`src/logic/tcp_params.svh`:
```
// offsets, field positions, reset values and pin indices of the timer/counter/pwm unit
`ifndef TCP_PARAMS_SVH
`define TCP_PARAMS_SVH

// ----------------------------------------------------------------
// register offsets (byte addresses)
// ----------------------------------------------------------------
`define TCP_ADDR_W 8
`define TCP_OFF_CTRL 8'h00
`define TCP_OFF_PERIOD 8'h04
`define TCP_OFF_COMPARE 8'h08
`define TCP_OFF_DEADBAND 8'h0c
`define TCP_OFF_COUNT 8'h10
`define TCP_OFF_CAPTURE 8'h14
`define TCP_OFF_STATUS 8'h18
`define TCP_OFF_DIV 8'h1c

// ----------------------------------------------------------------
// control register fields
// ----------------------------------------------------------------
`define TCP_CTRL_W 13
`define TCP_CTRL_RUN 0
`define TCP_CTRL_MODE 1
`define TCP_CTRL_REL 3
`define TCP_CTRL_CSEL 6
`define TCP_CTRL_COMP 8
`define TCP_CTRL_START 9
`define TCP_CTRL_IMASK 10

// ----------------------------------------------------------------
// status register fields
// ----------------------------------------------------------------
`define TCP_ST_TC 0
`define TCP_ST_CMP 1
`define TCP_ST_CAP 2
`define TCP_ST_RUN 3

// ----------------------------------------------------------------
// reset values
// ----------------------------------------------------------------
`define TCP_CTRL_RST 13'h0000
`define TCP_PERIOD_RST 16'hffff
`define TCP_COMPARE_RST 16'h8000
`define TCP_DEADBAND_RST 8'h00
`define TCP_DIV_RST 16'h0000

// ----------------------------------------------------------------
// synchronised pin indices
// ----------------------------------------------------------------
`define TCP_PIN_XCLK 0
`define TCP_PIN_RST 1
`define TCP_PIN_CAP 2
`define TCP_PIN_KILL 3
`define TCP_PIN_EN 4
`define TCP_PIN_N 5

`endif

```
`src/logic/tcp_pkg.sv`:
```
// types of the timer/counter/pwm unit
package tcp_pkg;

    typedef enum logic [1:0] {
        TCP_MODE_FREE,
        TCP_MODE_ONESHOT,
        TCP_MODE_ENABLE,
        TCP_MODE_RSVD
    } tcp_mode_t;

    typedef enum logic [2:0] {
        TCP_REL_LT,
        TCP_REL_LTE,
        TCP_REL_EQ,
        TCP_REL_GTE,
        TCP_REL_GT,
        TCP_REL_RSVD5,
        TCP_REL_RSVD6,
        TCP_REL_RSVD7
    } tcp_rel_t;

    typedef enum logic [1:0] {
        TCP_CLK_SYS,
        TCP_CLK_DIV,
        TCP_CLK_PIN_RISE,
        TCP_CLK_PIN_FALL
    } tcp_csel_t;

    typedef struct packed {
        logic [12:0] ctrl;
        logic [15:0] period;
        logic [15:0] compare;
        logic [7:0] deadband;
        logic [15:0] div;
        logic [15:0] divcnt;
        logic [15:0] count;
        logic [15:0] capture;
        logic [2:0] sticky;
        logic running;
        logic [4:0] sync1;
        logic [4:0] sync2;
        logic [4:0] sync3;
        logic [4:0] filt;
        logic [4:0] filt_prev;
        logic pwm;
        logic tc;
        logic irq;
        logic [31:0] rdata;
    } tcp_state_t;

    typedef struct packed {
        logic prev;
        logic [7:0] cnt;
        logic out_t;
        logic out_c;
    } tcp_db_state_t;

endpackage

```
`src/logic/tcp_db_if.sv`:
```
// carrier between the counter core and the dead-band output stage
`timescale 1ns/1ps
interface tcp_db_if;
    logic raw;
    logic tick;
    logic comp_en;
    logic kill;
    logic [7:0] band;
    logic out_t;
    logic out_c;

    modport ctl (output raw, output tick, output comp_en, output kill, output band,
                 input out_t, input out_c);
    modport db (input raw, input tick, input comp_en, input kill, input band,
                output out_t, output out_c);
endinterface

```
`src/logic/tcp_deadband.sv`:
```
// dead-band generator for the true and complementary pwm outputs
`timescale 1ns/1ps
module tcp_deadband
    import tcp_pkg::*;
(
    input wire logic i_clk,
    input wire logic i_rst,
    tcp_db_if.db bus
);

    tcp_db_state_t q_ff;
    tcp_db_state_t nxt_q;
    logic settle;

    // ----------------------------------------------------------------
    // next state
    // ----------------------------------------------------------------
    always_comb begin
        nxt_q = q_ff;
        settle = 1'b0;
        if (bus.raw != q_ff.prev) begin
            // both outputs drop on every edge of the raw compare unless the band is zero
            nxt_q.prev = bus.raw;
            nxt_q.cnt = bus.band;
        end else if (q_ff.cnt != 8'h00 && bus.tick) begin
            nxt_q.cnt = q_ff.cnt - 8'h01;
        end
        settle = (nxt_q.cnt == 8'h00);
        // kill wins over everything, even inside the gap
        nxt_q.out_t = settle & nxt_q.prev & ~bus.kill;
        nxt_q.out_c = settle & ~nxt_q.prev & bus.comp_en & ~bus.kill;
    end

    // ----------------------------------------------------------------
    // state register
    // ----------------------------------------------------------------
    always_ff @(posedge i_clk) begin
        if (i_rst) begin
            q_ff <= '0;
        end else begin
            q_ff <= nxt_q;
        end
    end

    assign bus.out_t = q_ff.out_t;
    assign bus.out_c = q_ff.out_c;

endmodule

```
`src/logic/tcp_timer.sv`:
```
// 16-bit down-counting timer, counter and pwm unit with register port
//
// Overview of operation
// - counter is 16 bits and only counts down on enabled clocks
// - compare relation selectable: less, less-equal, equal, greater-equal, greater
// - period loads on start, on the reset input and at terminal count outside one shot
// - interrupt request on any masked mix of terminal count, compare, capture
// - drives compare, terminal count, interrupt; complementary compare optional
// - runs free, one shot, or counting under the enable input
// - one shot stops at the end of one period, no automatic restart
// - enable-controlled mode advances only while enable input is high
// - kill input forces both compare outputs off
// - capture input latches the full 16-bit count for firmware
// - true and complementary pwm separated by a gap with both off
// - counter clock chosen from several sources by configuration
//
// Strobed register access and the placing of the registers are this design's own decisions.
`timescale 1ns/1ps
`include "tcp_params.svh"
module tcp_timer
    import tcp_pkg::*;
(
    input wire logic i_clk,
    input wire logic i_rst,
    input wire logic [7:0] i_addr,
    input wire logic [31:0] i_wdata,
    input wire logic i_wr,
    input wire logic i_rd,
    output logic [31:0] o_rdata,
    input wire logic i_ext_clk,
    input wire logic i_tmr_rst,
    input wire logic i_capture,
    input wire logic i_kill,
    input wire logic i_enable,
    output logic o_cmp,
    output logic o_cmp_n,
    output logic o_tc,
    output logic o_irq
);

    tcp_state_t q_ff;
    tcp_state_t nxt_q;
    tcp_db_if dbi ();

    logic [4:0] pins;
    logic [4:0] rise;
    logic [4:0] fall;
    logic div_tick;
    logic src_tick;
    logic advance;
    logic cmp_true;
    logic start;
    logic [2:0] set_ev;
    logic [2:0] clr_ev;
    tcp_mode_t mode;
    tcp_rel_t rel;
    tcp_csel_t csel;

    assign pins = {i_enable, i_kill, i_capture, i_tmr_rst, i_ext_clk};

    // ----------------------------------------------------------------
    // next state
    // ----------------------------------------------------------------
    always_comb begin
        nxt_q = q_ff;
        nxt_q.tc = 1'b0;
        set_ev = 3'h0;
        clr_ev = 3'h0;
        mode = tcp_mode_t'(q_ff.ctrl[`TCP_CTRL_MODE +: 2]);
        rel = tcp_rel_t'(q_ff.ctrl[`TCP_CTRL_REL +: 3]);
        csel = tcp_csel_t'(q_ff.ctrl[`TCP_CTRL_CSEL +: 2]);

        // pin synchroniser: a level counts once stages two and three agree
        nxt_q.sync1 = pins;
        nxt_q.sync2 = q_ff.sync1;
        nxt_q.sync3 = q_ff.sync2;
        for (int k = 0; k < `TCP_PIN_N; k++) begin
            if (q_ff.sync2[k] == q_ff.sync3[k]) begin
                nxt_q.filt[k] = q_ff.sync3[k];
            end
        end
        nxt_q.filt_prev = q_ff.filt;
        rise = q_ff.filt & ~q_ff.filt_prev;
        fall = ~q_ff.filt & q_ff.filt_prev;

        // ----------------------------------------------------------------
        // clock source
        // ----------------------------------------------------------------
        div_tick = (q_ff.divcnt == 16'h0000);
        nxt_q.divcnt = div_tick ? q_ff.div : q_ff.divcnt - 16'h0001;
        case (csel)
            TCP_CLK_SYS: begin
                src_tick = 1'b1;
            end
            TCP_CLK_DIV: begin
                src_tick = div_tick;
            end
            TCP_CLK_PIN_RISE: begin
                src_tick = rise[`TCP_PIN_XCLK];
            end
            TCP_CLK_PIN_FALL: begin
                src_tick = fall[`TCP_PIN_XCLK];
            end
            default: begin
                src_tick = 1'b0;
            end
        endcase

        // reserved mode code behaves as free running
        advance = q_ff.ctrl[`TCP_CTRL_RUN] & q_ff.running & src_tick &
                  ((mode != TCP_MODE_ENABLE) | q_ff.filt[`TCP_PIN_EN]);

        start = i_wr & (i_addr == `TCP_OFF_CTRL) & i_wdata[`TCP_CTRL_START];

        // ----------------------------------------------------------------
        // counter
        // ----------------------------------------------------------------
        if (start) begin
            nxt_q.count = q_ff.period;
            nxt_q.running = 1'b1;
        end else if (rise[`TCP_PIN_RST]) begin
            // restart of the period does not revive a stopped one shot
            nxt_q.count = q_ff.period;
        end else if (advance) begin
            if (q_ff.count == 16'h0000) begin
                nxt_q.tc = 1'b1;
                set_ev[`TCP_ST_TC] = 1'b1;
                if (mode == TCP_MODE_ONESHOT) begin
                    nxt_q.running = 1'b0;
                end else begin
                    nxt_q.count = q_ff.period;
                end
            end else begin
                nxt_q.count = q_ff.count - 16'h0001;
            end
        end

        // ----------------------------------------------------------------
        // capture and compare
        // ----------------------------------------------------------------
        if (rise[`TCP_PIN_CAP]) begin
            nxt_q.capture = q_ff.count;
            set_ev[`TCP_ST_CAP] = 1'b1;
        end

        case (rel)
            TCP_REL_LT: begin
                cmp_true = q_ff.count < q_ff.compare;
            end
            TCP_REL_LTE: begin
                cmp_true = q_ff.count <= q_ff.compare;
            end
            TCP_REL_EQ: begin
                cmp_true = q_ff.count == q_ff.compare;
            end
            TCP_REL_GTE: begin
                cmp_true = q_ff.count >= q_ff.compare;
            end
            TCP_REL_GT: begin
                cmp_true = q_ff.count > q_ff.compare;
            end
            default: begin
                cmp_true = 1'b0;
            end
        endcase
        nxt_q.pwm = cmp_true;
        set_ev[`TCP_ST_CMP] = cmp_true & ~q_ff.pwm;

        // ----------------------------------------------------------------
        // register writes
        // ----------------------------------------------------------------
        if (i_wr) begin
            case (i_addr)
                `TCP_OFF_CTRL: begin
                    // start is a command, never stored
                    nxt_q.ctrl = i_wdata[`TCP_CTRL_W-1:0] &
                                 ~(`TCP_CTRL_W'(1) << `TCP_CTRL_START);
                end
                `TCP_OFF_PERIOD: begin
                    nxt_q.period = i_wdata[15:0];
                end
                `TCP_OFF_COMPARE: begin
                    nxt_q.compare = i_wdata[15:0];
                end
                `TCP_OFF_DEADBAND: begin
                    nxt_q.deadband = i_wdata[7:0];
                end
                `TCP_OFF_STATUS: begin
                    clr_ev = i_wdata[2:0];
                end
                `TCP_OFF_DIV: begin
                    nxt_q.div = i_wdata[15:0];
                end
                default: begin
                    clr_ev = 3'h0;
                end
            endcase
        end

        // a new event beats a clear in the same cycle
        nxt_q.sticky = (q_ff.sticky & ~clr_ev) | set_ev;
        nxt_q.irq = |(nxt_q.sticky & nxt_q.ctrl[`TCP_CTRL_IMASK +: 3]);

        // ----------------------------------------------------------------
        // register reads, answered one cycle later
        // ----------------------------------------------------------------
        nxt_q.rdata = 32'h0000_0000;
        if (i_rd) begin
            case (i_addr)
                `TCP_OFF_CTRL: begin
                    nxt_q.rdata = {19'h0_0000, q_ff.ctrl};
                end
                `TCP_OFF_PERIOD: begin
                    nxt_q.rdata = {16'h0000, q_ff.period};
                end
                `TCP_OFF_COMPARE: begin
                    nxt_q.rdata = {16'h0000, q_ff.compare};
                end
                `TCP_OFF_DEADBAND: begin
                    nxt_q.rdata = {24'h00_0000, q_ff.deadband};
                end
                `TCP_OFF_COUNT: begin
                    nxt_q.rdata = {16'h0000, q_ff.count};
                end
                `TCP_OFF_CAPTURE: begin
                    nxt_q.rdata = {16'h0000, q_ff.capture};
                end
                `TCP_OFF_STATUS: begin
                    nxt_q.rdata = {28'h000_0000, q_ff.running, q_ff.sticky};
                end
                `TCP_OFF_DIV: begin
                    nxt_q.rdata = {16'h0000, q_ff.div};
                end
                default: begin
                    nxt_q.rdata = 32'h0000_0000;
                end
            endcase
        end
    end

    // ----------------------------------------------------------------
    // state register
    // ----------------------------------------------------------------
    always_ff @(posedge i_clk) begin
        if (i_rst) begin
            q_ff <= '0;
            q_ff.ctrl <= `TCP_CTRL_RST;
            q_ff.period <= `TCP_PERIOD_RST;
            q_ff.compare <= `TCP_COMPARE_RST;
            q_ff.deadband <= `TCP_DEADBAND_RST;
            q_ff.div <= `TCP_DIV_RST;
        end else begin
            q_ff <= nxt_q;
        end
    end

    // ----------------------------------------------------------------
    // output stage
    // ----------------------------------------------------------------
    assign dbi.raw = q_ff.pwm;
    assign dbi.tick = advance;
    assign dbi.comp_en = q_ff.ctrl[`TCP_CTRL_COMP];
    assign dbi.kill = q_ff.filt[`TCP_PIN_KILL];
    assign dbi.band = q_ff.deadband;

    tcp_deadband i_tcp_deadband (
        .i_clk(i_clk),
        .i_rst(i_rst),
        .bus(dbi.db)
    );

    assign o_cmp = dbi.out_t;
    assign o_cmp_n = dbi.out_c;
    assign o_tc = q_ff.tc;
    assign o_irq = q_ff.irq;
    assign o_rdata = q_ff.rdata;

endmodule

```
`config.mk`:
```
export PLATFORM = sky130hd
export DESIGN_NAME = tcp_timer
export DESIGN_NICKNAME = d
export VERILOG_FILES = /design/src/logic/tcp_pkg.sv /design/src/logic/tcp_db_if.sv /design/src/logic/tcp_deadband.sv /design/src/logic/tcp_timer.sv
export VERILOG_INCLUDE_DIRS = /design/src /design/src/logic
export SDC_FILE = /design/constraint.sdc
export NUM_CORES = 1
export LEC_CHECK = 0
export BUFFER_PORTS_ARGS = -buffer_cell sky130_fd_sc_hd__buf_4
export CAP_MARGIN = 15
export CELL_PAD_IN_SITES_DETAIL_PLACEMENT = 0
export CELL_PAD_IN_SITES_GLOBAL_PLACEMENT = 2
export CORE_ASPECT_RATIO = 0.6
export CORE_MARGIN = 1
export CORE_UTILIZATION = 32
export CTS_CLUSTER_SIZE = 10
export DETAILED_ROUTE_END_ITERATION = 16
export PLACE_DENSITY_LB_ADDON = 0.1
export SYNTH_ARGS = -nofsm -noshare
export SYNTH_HDL_FRONTEND = slang
export SYNTH_SLANG_ARGS = --single-unit
```
`constraint.sdc`:
```
create_clock -name i_clk -period 2.4 [get_ports i_clk]
set_input_delay 0.24 -clock i_clk [delete_from_list [all_inputs] [get_ports i_clk]]
set_output_delay 0.24 -clock i_clk [all_outputs]
set_load 0.02 [all_outputs]
```
* Word level (Yosys, flattened, before mapping) *
Index checks and enable logic that the tools add are counted.

word-level totals
  flip-flop bits (word level) = 189
  input bits = 49
  output and inout port bits = 36

operators by class
  $add $sub $neg = 3
  order comparisons = 4
  equal/unequal tests = 25
  mux-type cells = 30
  bitwise gates (word level) = 24
  reduce and logical (&&, ||, !) cells = 21

operator list
  operator                                             count
  2-to-1 mux 16 bit                                    9
  one-hot mux 16 bit (8 select lines)                  1
  2-to-1 mux 69 bit                                    1
  == test 8 x 5 -> 1 bit (second input constant)       4
  zero test 16 bit                                     2
  subtractor 16 x 1 -> 16 bit (second input constant)  2
  2-to-1 mux 8 bit                                     3
  == test 16 bit                                       1
  == test 8 x 4 -> 1 bit (second input constant)       2
  >= comparator 16 bit                                 1
  greater-than comparator 16 bit                       1
  less-or-equal comparator 16 bit                      1
  zero test 8 bit                                      2
  < comparator 16 bit                                  1
  2-to-1 mux 13 bit                                    1
  bitwise AND 1 bit                                    12
  AND reduction 2 bit                                  6
  2-to-1 mux 1 bit                                     11
  bitwise AND 3 bit                                    3
  == test 8 x 3 -> 1 bit (second input constant)       1
  nonzero test 8 bit                                   1
  subtractor 8 x 1 -> 8 bit (second input constant)    1
  == test 3 x 2 -> 1 bit (second input constant)       2
  2-to-1 mux 3 bit                                     2
  23 further kinds                                     36

* Depth between registers and ports, before layout *
  depth in word-level cells = 12
  depth in mapped cells = 11
  gate-level depth less buffers = 9

* Hierarchy *
From an unflattened synthesis, not the netlist that was laid out.

second synthesis, totals
  cells, all modules = 1,011
  area total of the unflattened synthesis = 8,289.2 µm²

modules (own cells, without submodules)
  module        instances  cells each  area each (µm²)  sequential area each (µm²)
  tcp_timer     1          930         7,591.0          3,243.1
  tcp_deadband  1          81          698.2            220.2

* Worst setup path after synthesis *
OpenSTA, ideal clock, no wires.

  path type = reg-to-reg
  start point = register q_ff[96] in the netlist's numbering
  end point = register i_tcp_deadband.q_ff, in the netlist i_tcp_deadband.bus.out_c
  library setup time = 0.092 ns
  arrival = 2.231 ns
  data required time = 2.308 ns
  path slack = 0.077 ns
  cell stages (with the launch flop) = 10
  path buffers = 0
  period minus slack after synthesis = 2.323 ns
  path through = dfxtp_1 inv_1 ha_1 nor4b_1 nand4_2 a311o_1 o41ai_2 a31o_2 o211ai_1 nor4_1

on the way
  cells in the longest elaborated chain, start to end = 11

RTL lines
  what                                line                RTL
  from (decl)                         tcp_timer.sv:41     tcp_state_t q_ff;
  from (signal assigned)              tcp_timer.sv:253    q_ff <= nxt_q;
  zero test 16 bit                    tcp_timer.sv:89     div_tick = (q_ff.divcnt == 16'h0000);
  one-hot mux 1 bit (4 select lines)  tcp_timer.sv:91     case (csel)
  bitwise AND 1 bit (2 in a row)      tcp_timer.sv:110    advance = q_ff.ctrl[`TCP_CTRL_RUN] & q_ff.running & src_tick &
  logical AND 1 bit                   tcp_deadband.sv:25  end else if (q_ff.cnt != 8'h00 && bus.tick) begin
  2-to-1 mux 8 bit                    tcp_deadband.sv:25
  2-to-1 mux 8 bit                    tcp_deadband.sv:21  if (bus.raw != q_ff.prev) begin
  zero test 8 bit                     tcp_deadband.sv:28  settle = (nxt_q.cnt == 8'h00);
  bitwise AND 1 bit (3 in a row)      tcp_deadband.sv:31  nxt_q.out_c = settle & ~nxt_q.prev & bus.comp_en & ~bus.kill;
  to (signal assigned)                tcp_deadband.sv:41  q_ff <= nxt_q;
  to (decl)                           tcp_deadband.sv:11  tcp_db_state_t q_ff;

No other way between the ends.
A chain may end at the register's enable or synchronous reset.

* Worst setup path in the final report *
  start point = register q_ff[106] in the netlist's numbering
  end point = register i_tcp_deadband.q_ff, in the netlist i_tcp_deadband.bus.out_t

on the way
  cells in the longest elaborated chain, start to end = 10

RTL lines
  what                                line                RTL
  zero test 16 bit                    tcp_timer.sv:89
  one-hot mux 1 bit (4 select lines)  tcp_timer.sv:91
  bitwise AND 1 bit (2 in a row)      tcp_timer.sv:110
  logical AND 1 bit                   tcp_deadband.sv:25
  2-to-1 mux 8 bit                    tcp_deadband.sv:25
  2-to-1 mux 8 bit                    tcp_deadband.sv:21
  zero test 8 bit                     tcp_deadband.sv:28
  bitwise AND 1 bit (2 in a row)      tcp_deadband.sv:30  nxt_q.out_t = settle & nxt_q.prev & ~bus.kill;

No other way between the ends.

==> flow_summary.json <==
{
  "dpl_worst_slack_ns": -0.269,
  "cts_buffers": 17,
  "cts_tree": "built",
  "hold_violations": 0,
  "crit_required_ns": 2.77,
  "total_power_mw": 7.61,
  "critPathBufInv": 3,
  "worst_clock_skew_ns": 0.00948,
  "drive_gt1_share_pct": 23.4,
  "worst_slew_pin_slew_ns": 0.971,
  "cp_common_cell": "buf_4",
  "overflow": 0,
  "start_kind": "register",
  "synth_edf_count": 0,
  "antenna_cells": 0,
  "gr-usage-met2_pct": 28.8,
  "gp_congestion": 0.835,
  "ir_drop_mv": 0.607,
  "ys_ff_latch": 173,
  "ios": 85,
  "drtAntennaViolNets": 0,
  "yosys_warnings": 0,
  "fin_crit_sh_pct": 98.6,
  "firstDrtPassIters": 6,
  "portBuffers": 52,
  "htree_num_levels": 4,
  "die_w_um": 208,
  "layout_commonest_cell": "nand2_1",
  "critPathMaxFanout": 5,
  "synthArstFlopShare_pct": 0,
  "worstPathCellList": "nor4_4, buf_4, nand4_4, a311oi_2, buf_4, buf_4, a31oi_2, nor3_2, nand4_1, nor4_2",
  "critPathCaptureType": "register",
  "slew_viol_final": 0,
  "critPathTopFamily": "simple AND/OR/NAND/NOR gates",
  "fin_util_pct": 42.7,
  "clock_latency_ns": 0.46,
  "met3_usage_pct": 6.63,
  "nets": 1209,
  "die_y_um": 126,
  "grt_pass1_vias": 6980,
  "drt-wirelength-per-cell_um": 20.3,
  "fin_ws_ns": 0.0332,
  "crit_type": "reg2reg",
  "final_cell_mix": "198 x nand2_1, 169 x buf_4, 162 x dfxtp_1",
  "synthToLayoutAreaGrowth_pct": 28.6,
  "syn_area_um2": 8150,
  "root_buffer": "clkbuf_16",
  "cpMaxStageDelayCell": "dfxtp_1",
  "hold_class": "in2reg",
  "arrival_ns": 2.73,
  "synthCells": 1007,
  "cts.sinks": 173,
  "grt_setup_unrepaired": "yes",
  "routed_wl_um": 29900,
  "relSlewSlack_pct": 35.3,
  "num_vias": 7676,
  "synth_top_flop_cell": "dfxtp_1",
  "post-route-min-period_ns": 2.37,
  "core_area_um2": 24600,
  "grt_max_degree": 62,
  "avgSynthCellArea_um2": 8.09,
  "busiest_layer": "met1",
  "dieArea_um2": 26100,
  "status": "finished, final reports clean",
  "drtIter0Drc": 713,
  "setup_viol": 0,
  "clockBufferDepth": 2,
  "cts.clk_slew.worst_paths_ns": 0.08,
  "grtUsageTotal_pct": 23.2,
  "leakagePower_nw": 4.03,
  "drc": 0,
  "powerDensity_nw_per_um2": 726,
  "slowest_delay_ns": 0.34,
  "vias_per_cell": 5.22,
  "fmaxAchievable_ghz": 0.423,
  "seq_area_frac_synth_pct": 42.5,
  "final.fill_count": 2518,
  "grt_antenna_before_repair": 0,
  "grt_pass1_wl_um": 44800,
  "ys_types": 62,
  "cap_violations": 0,
  "use_met1_pct": 37.3,
  "place_hpwl_um": 21400,
  "start_util_pct": 33.2,
  "rows": 44
}
-- logic make-up after synthesis --
logic type	share of synthesized area, %
and+or+nand+nor	25.5
AOI/OAI and AO/OA	19.4
DFF	42.5
buffers and inverters	7.16
adders and majority gates	3.69
xor gates and xnor gates	1.40
muxes	0.261
other	0.0460
-- final timing paths --
path / startpoint / to / slack [ns] / depth (start not counted)
worst max-delay path: q_ff[106]$_SDFF_PP0_ / i_tcp_deadband.bus.out_t$_SDFF_PP0_ / 0.03 / 10
worst max register to register: q_ff[106]$_SDFF_PP0_ / i_tcp_deadband.bus.out_t$_SDFF_PP0_ / 0.03 / 10
worst min-delay path: i_wdata[13] / q_ff[165]$_SDFFE_PP1P_ / 0.03 / 3
worst min register to register: nxt_q[54]$_SDFF_PP0_ / nxt_q[49]$_SDFF_PP0_ / 0.44 / 1
-- layout make-up --
type                       count  area (um2)  area share (%)
multi-input combinational    730        4380            41.8
sequential                   173        3480            33.2
timing repair buffer         185        1520            14.5
clock buffer                  17         425            4.06
tap                          322         403            3.85
clock inverter                15         164            1.56
inverter                      29         109            1.04
-- power breakdown --
| part | internal (mW) | total (mW) | switching (mW) |
|---|---|---|---|
| registers | 3.02 | 3.15 | 0.128 |
| clock network | 1.49 | 2.87 | 1.39 |
| logic | 0.739 | 1.59 | 0.847 |
-- through the flow --
stage	cell area (um2)	TNS, ns	instances	hold WS, ns
after floorplan	8200	0	1022	0.317
after global placement	9490	-0.939	1422	0.420
after detailed placement	9490	-1.70	1422	0.424
after CTS	10300	0	1465	0.00972
after global routing	10500	-0.163	1471	0.0453
final	10500	0	1471	0.0343
-- worst min-delay path, stage by stage --
cell      delay, ns
buf_4          0.10
nand2_1        0.05
nand3b_1       0.07
-- synthesized netlist by cell type, drive strengths merged (2+ instances only) --
master	n	area, um2
nand2	198	743
dfxtp	173	3460
a21oi	98	498
nor2	71	267
clkbuf	49	184
nand3	44	220
buf	41	290
inv	29	109
a22oi	25	188
o21ai	25	125
ha	24	300
nor2b	23	144
a211oi	19	143
a31oi	19	119
nand3b	19	143
nor3	19	110
nor4	17	143
a222oi	14	140
nand4	10	68.8
or4	8	60.1
xor2	7	61.3
xnor2	6	52.6
a311oi	4	35.0
nand2b	4	25.0
nand4b	4	35.0
o211ai	4	30.0
o31ai	4	30.0
o41ai	4	50.1
or3	4	25.0
a21o	3	22.5
a221oi	3	26.3
a31o	3	26.3
nor4b	3	32.5
a22o	2	17.5
a311o	2	20.0
a41oi	2	17.5
and2	2	12.5
and3	2	12.5
nor3b	2	15.0
o2bb2ai	2	17.5
or2	2	12.5
-- routing by layer --
metal / up-vias / share of wire (%)
li1: 3806 / -
met1: 3649 / 55
met2: 205 / 37
met3: 16 / 7.3
met4: 0 / 0.75
met5: - / 0
-- what timing repair did --
action / 4_1_cts / 5_1_grt
buffers inserted: 5 / 5
gates resized for setup: 23 / 25
endpoints found under the hold margin: 6 / 0
pin swaps: 16 / 19
hold buffers: 6 / 0
gates cloned: 0 / 1
endpoints found under the setup margin: 19 / 17
-- flip-flops by register name, indices dropped and copies added, names as in the netlist --
name	flops
csel	2
dbi.band	8
dbi.comp_en	1
dbi.kill	1
dbi.raw	1
i_tcp_deadband.bus.out_c	1
i_tcp_deadband.bus.out_t	1
i_tcp_deadband.q_ff	9
mode	2
nxt_q	14
o_irq	1
o_rdata	16
o_tc	1
q_ff	115
Note: power is estimated with default switching activity, not from simulation.
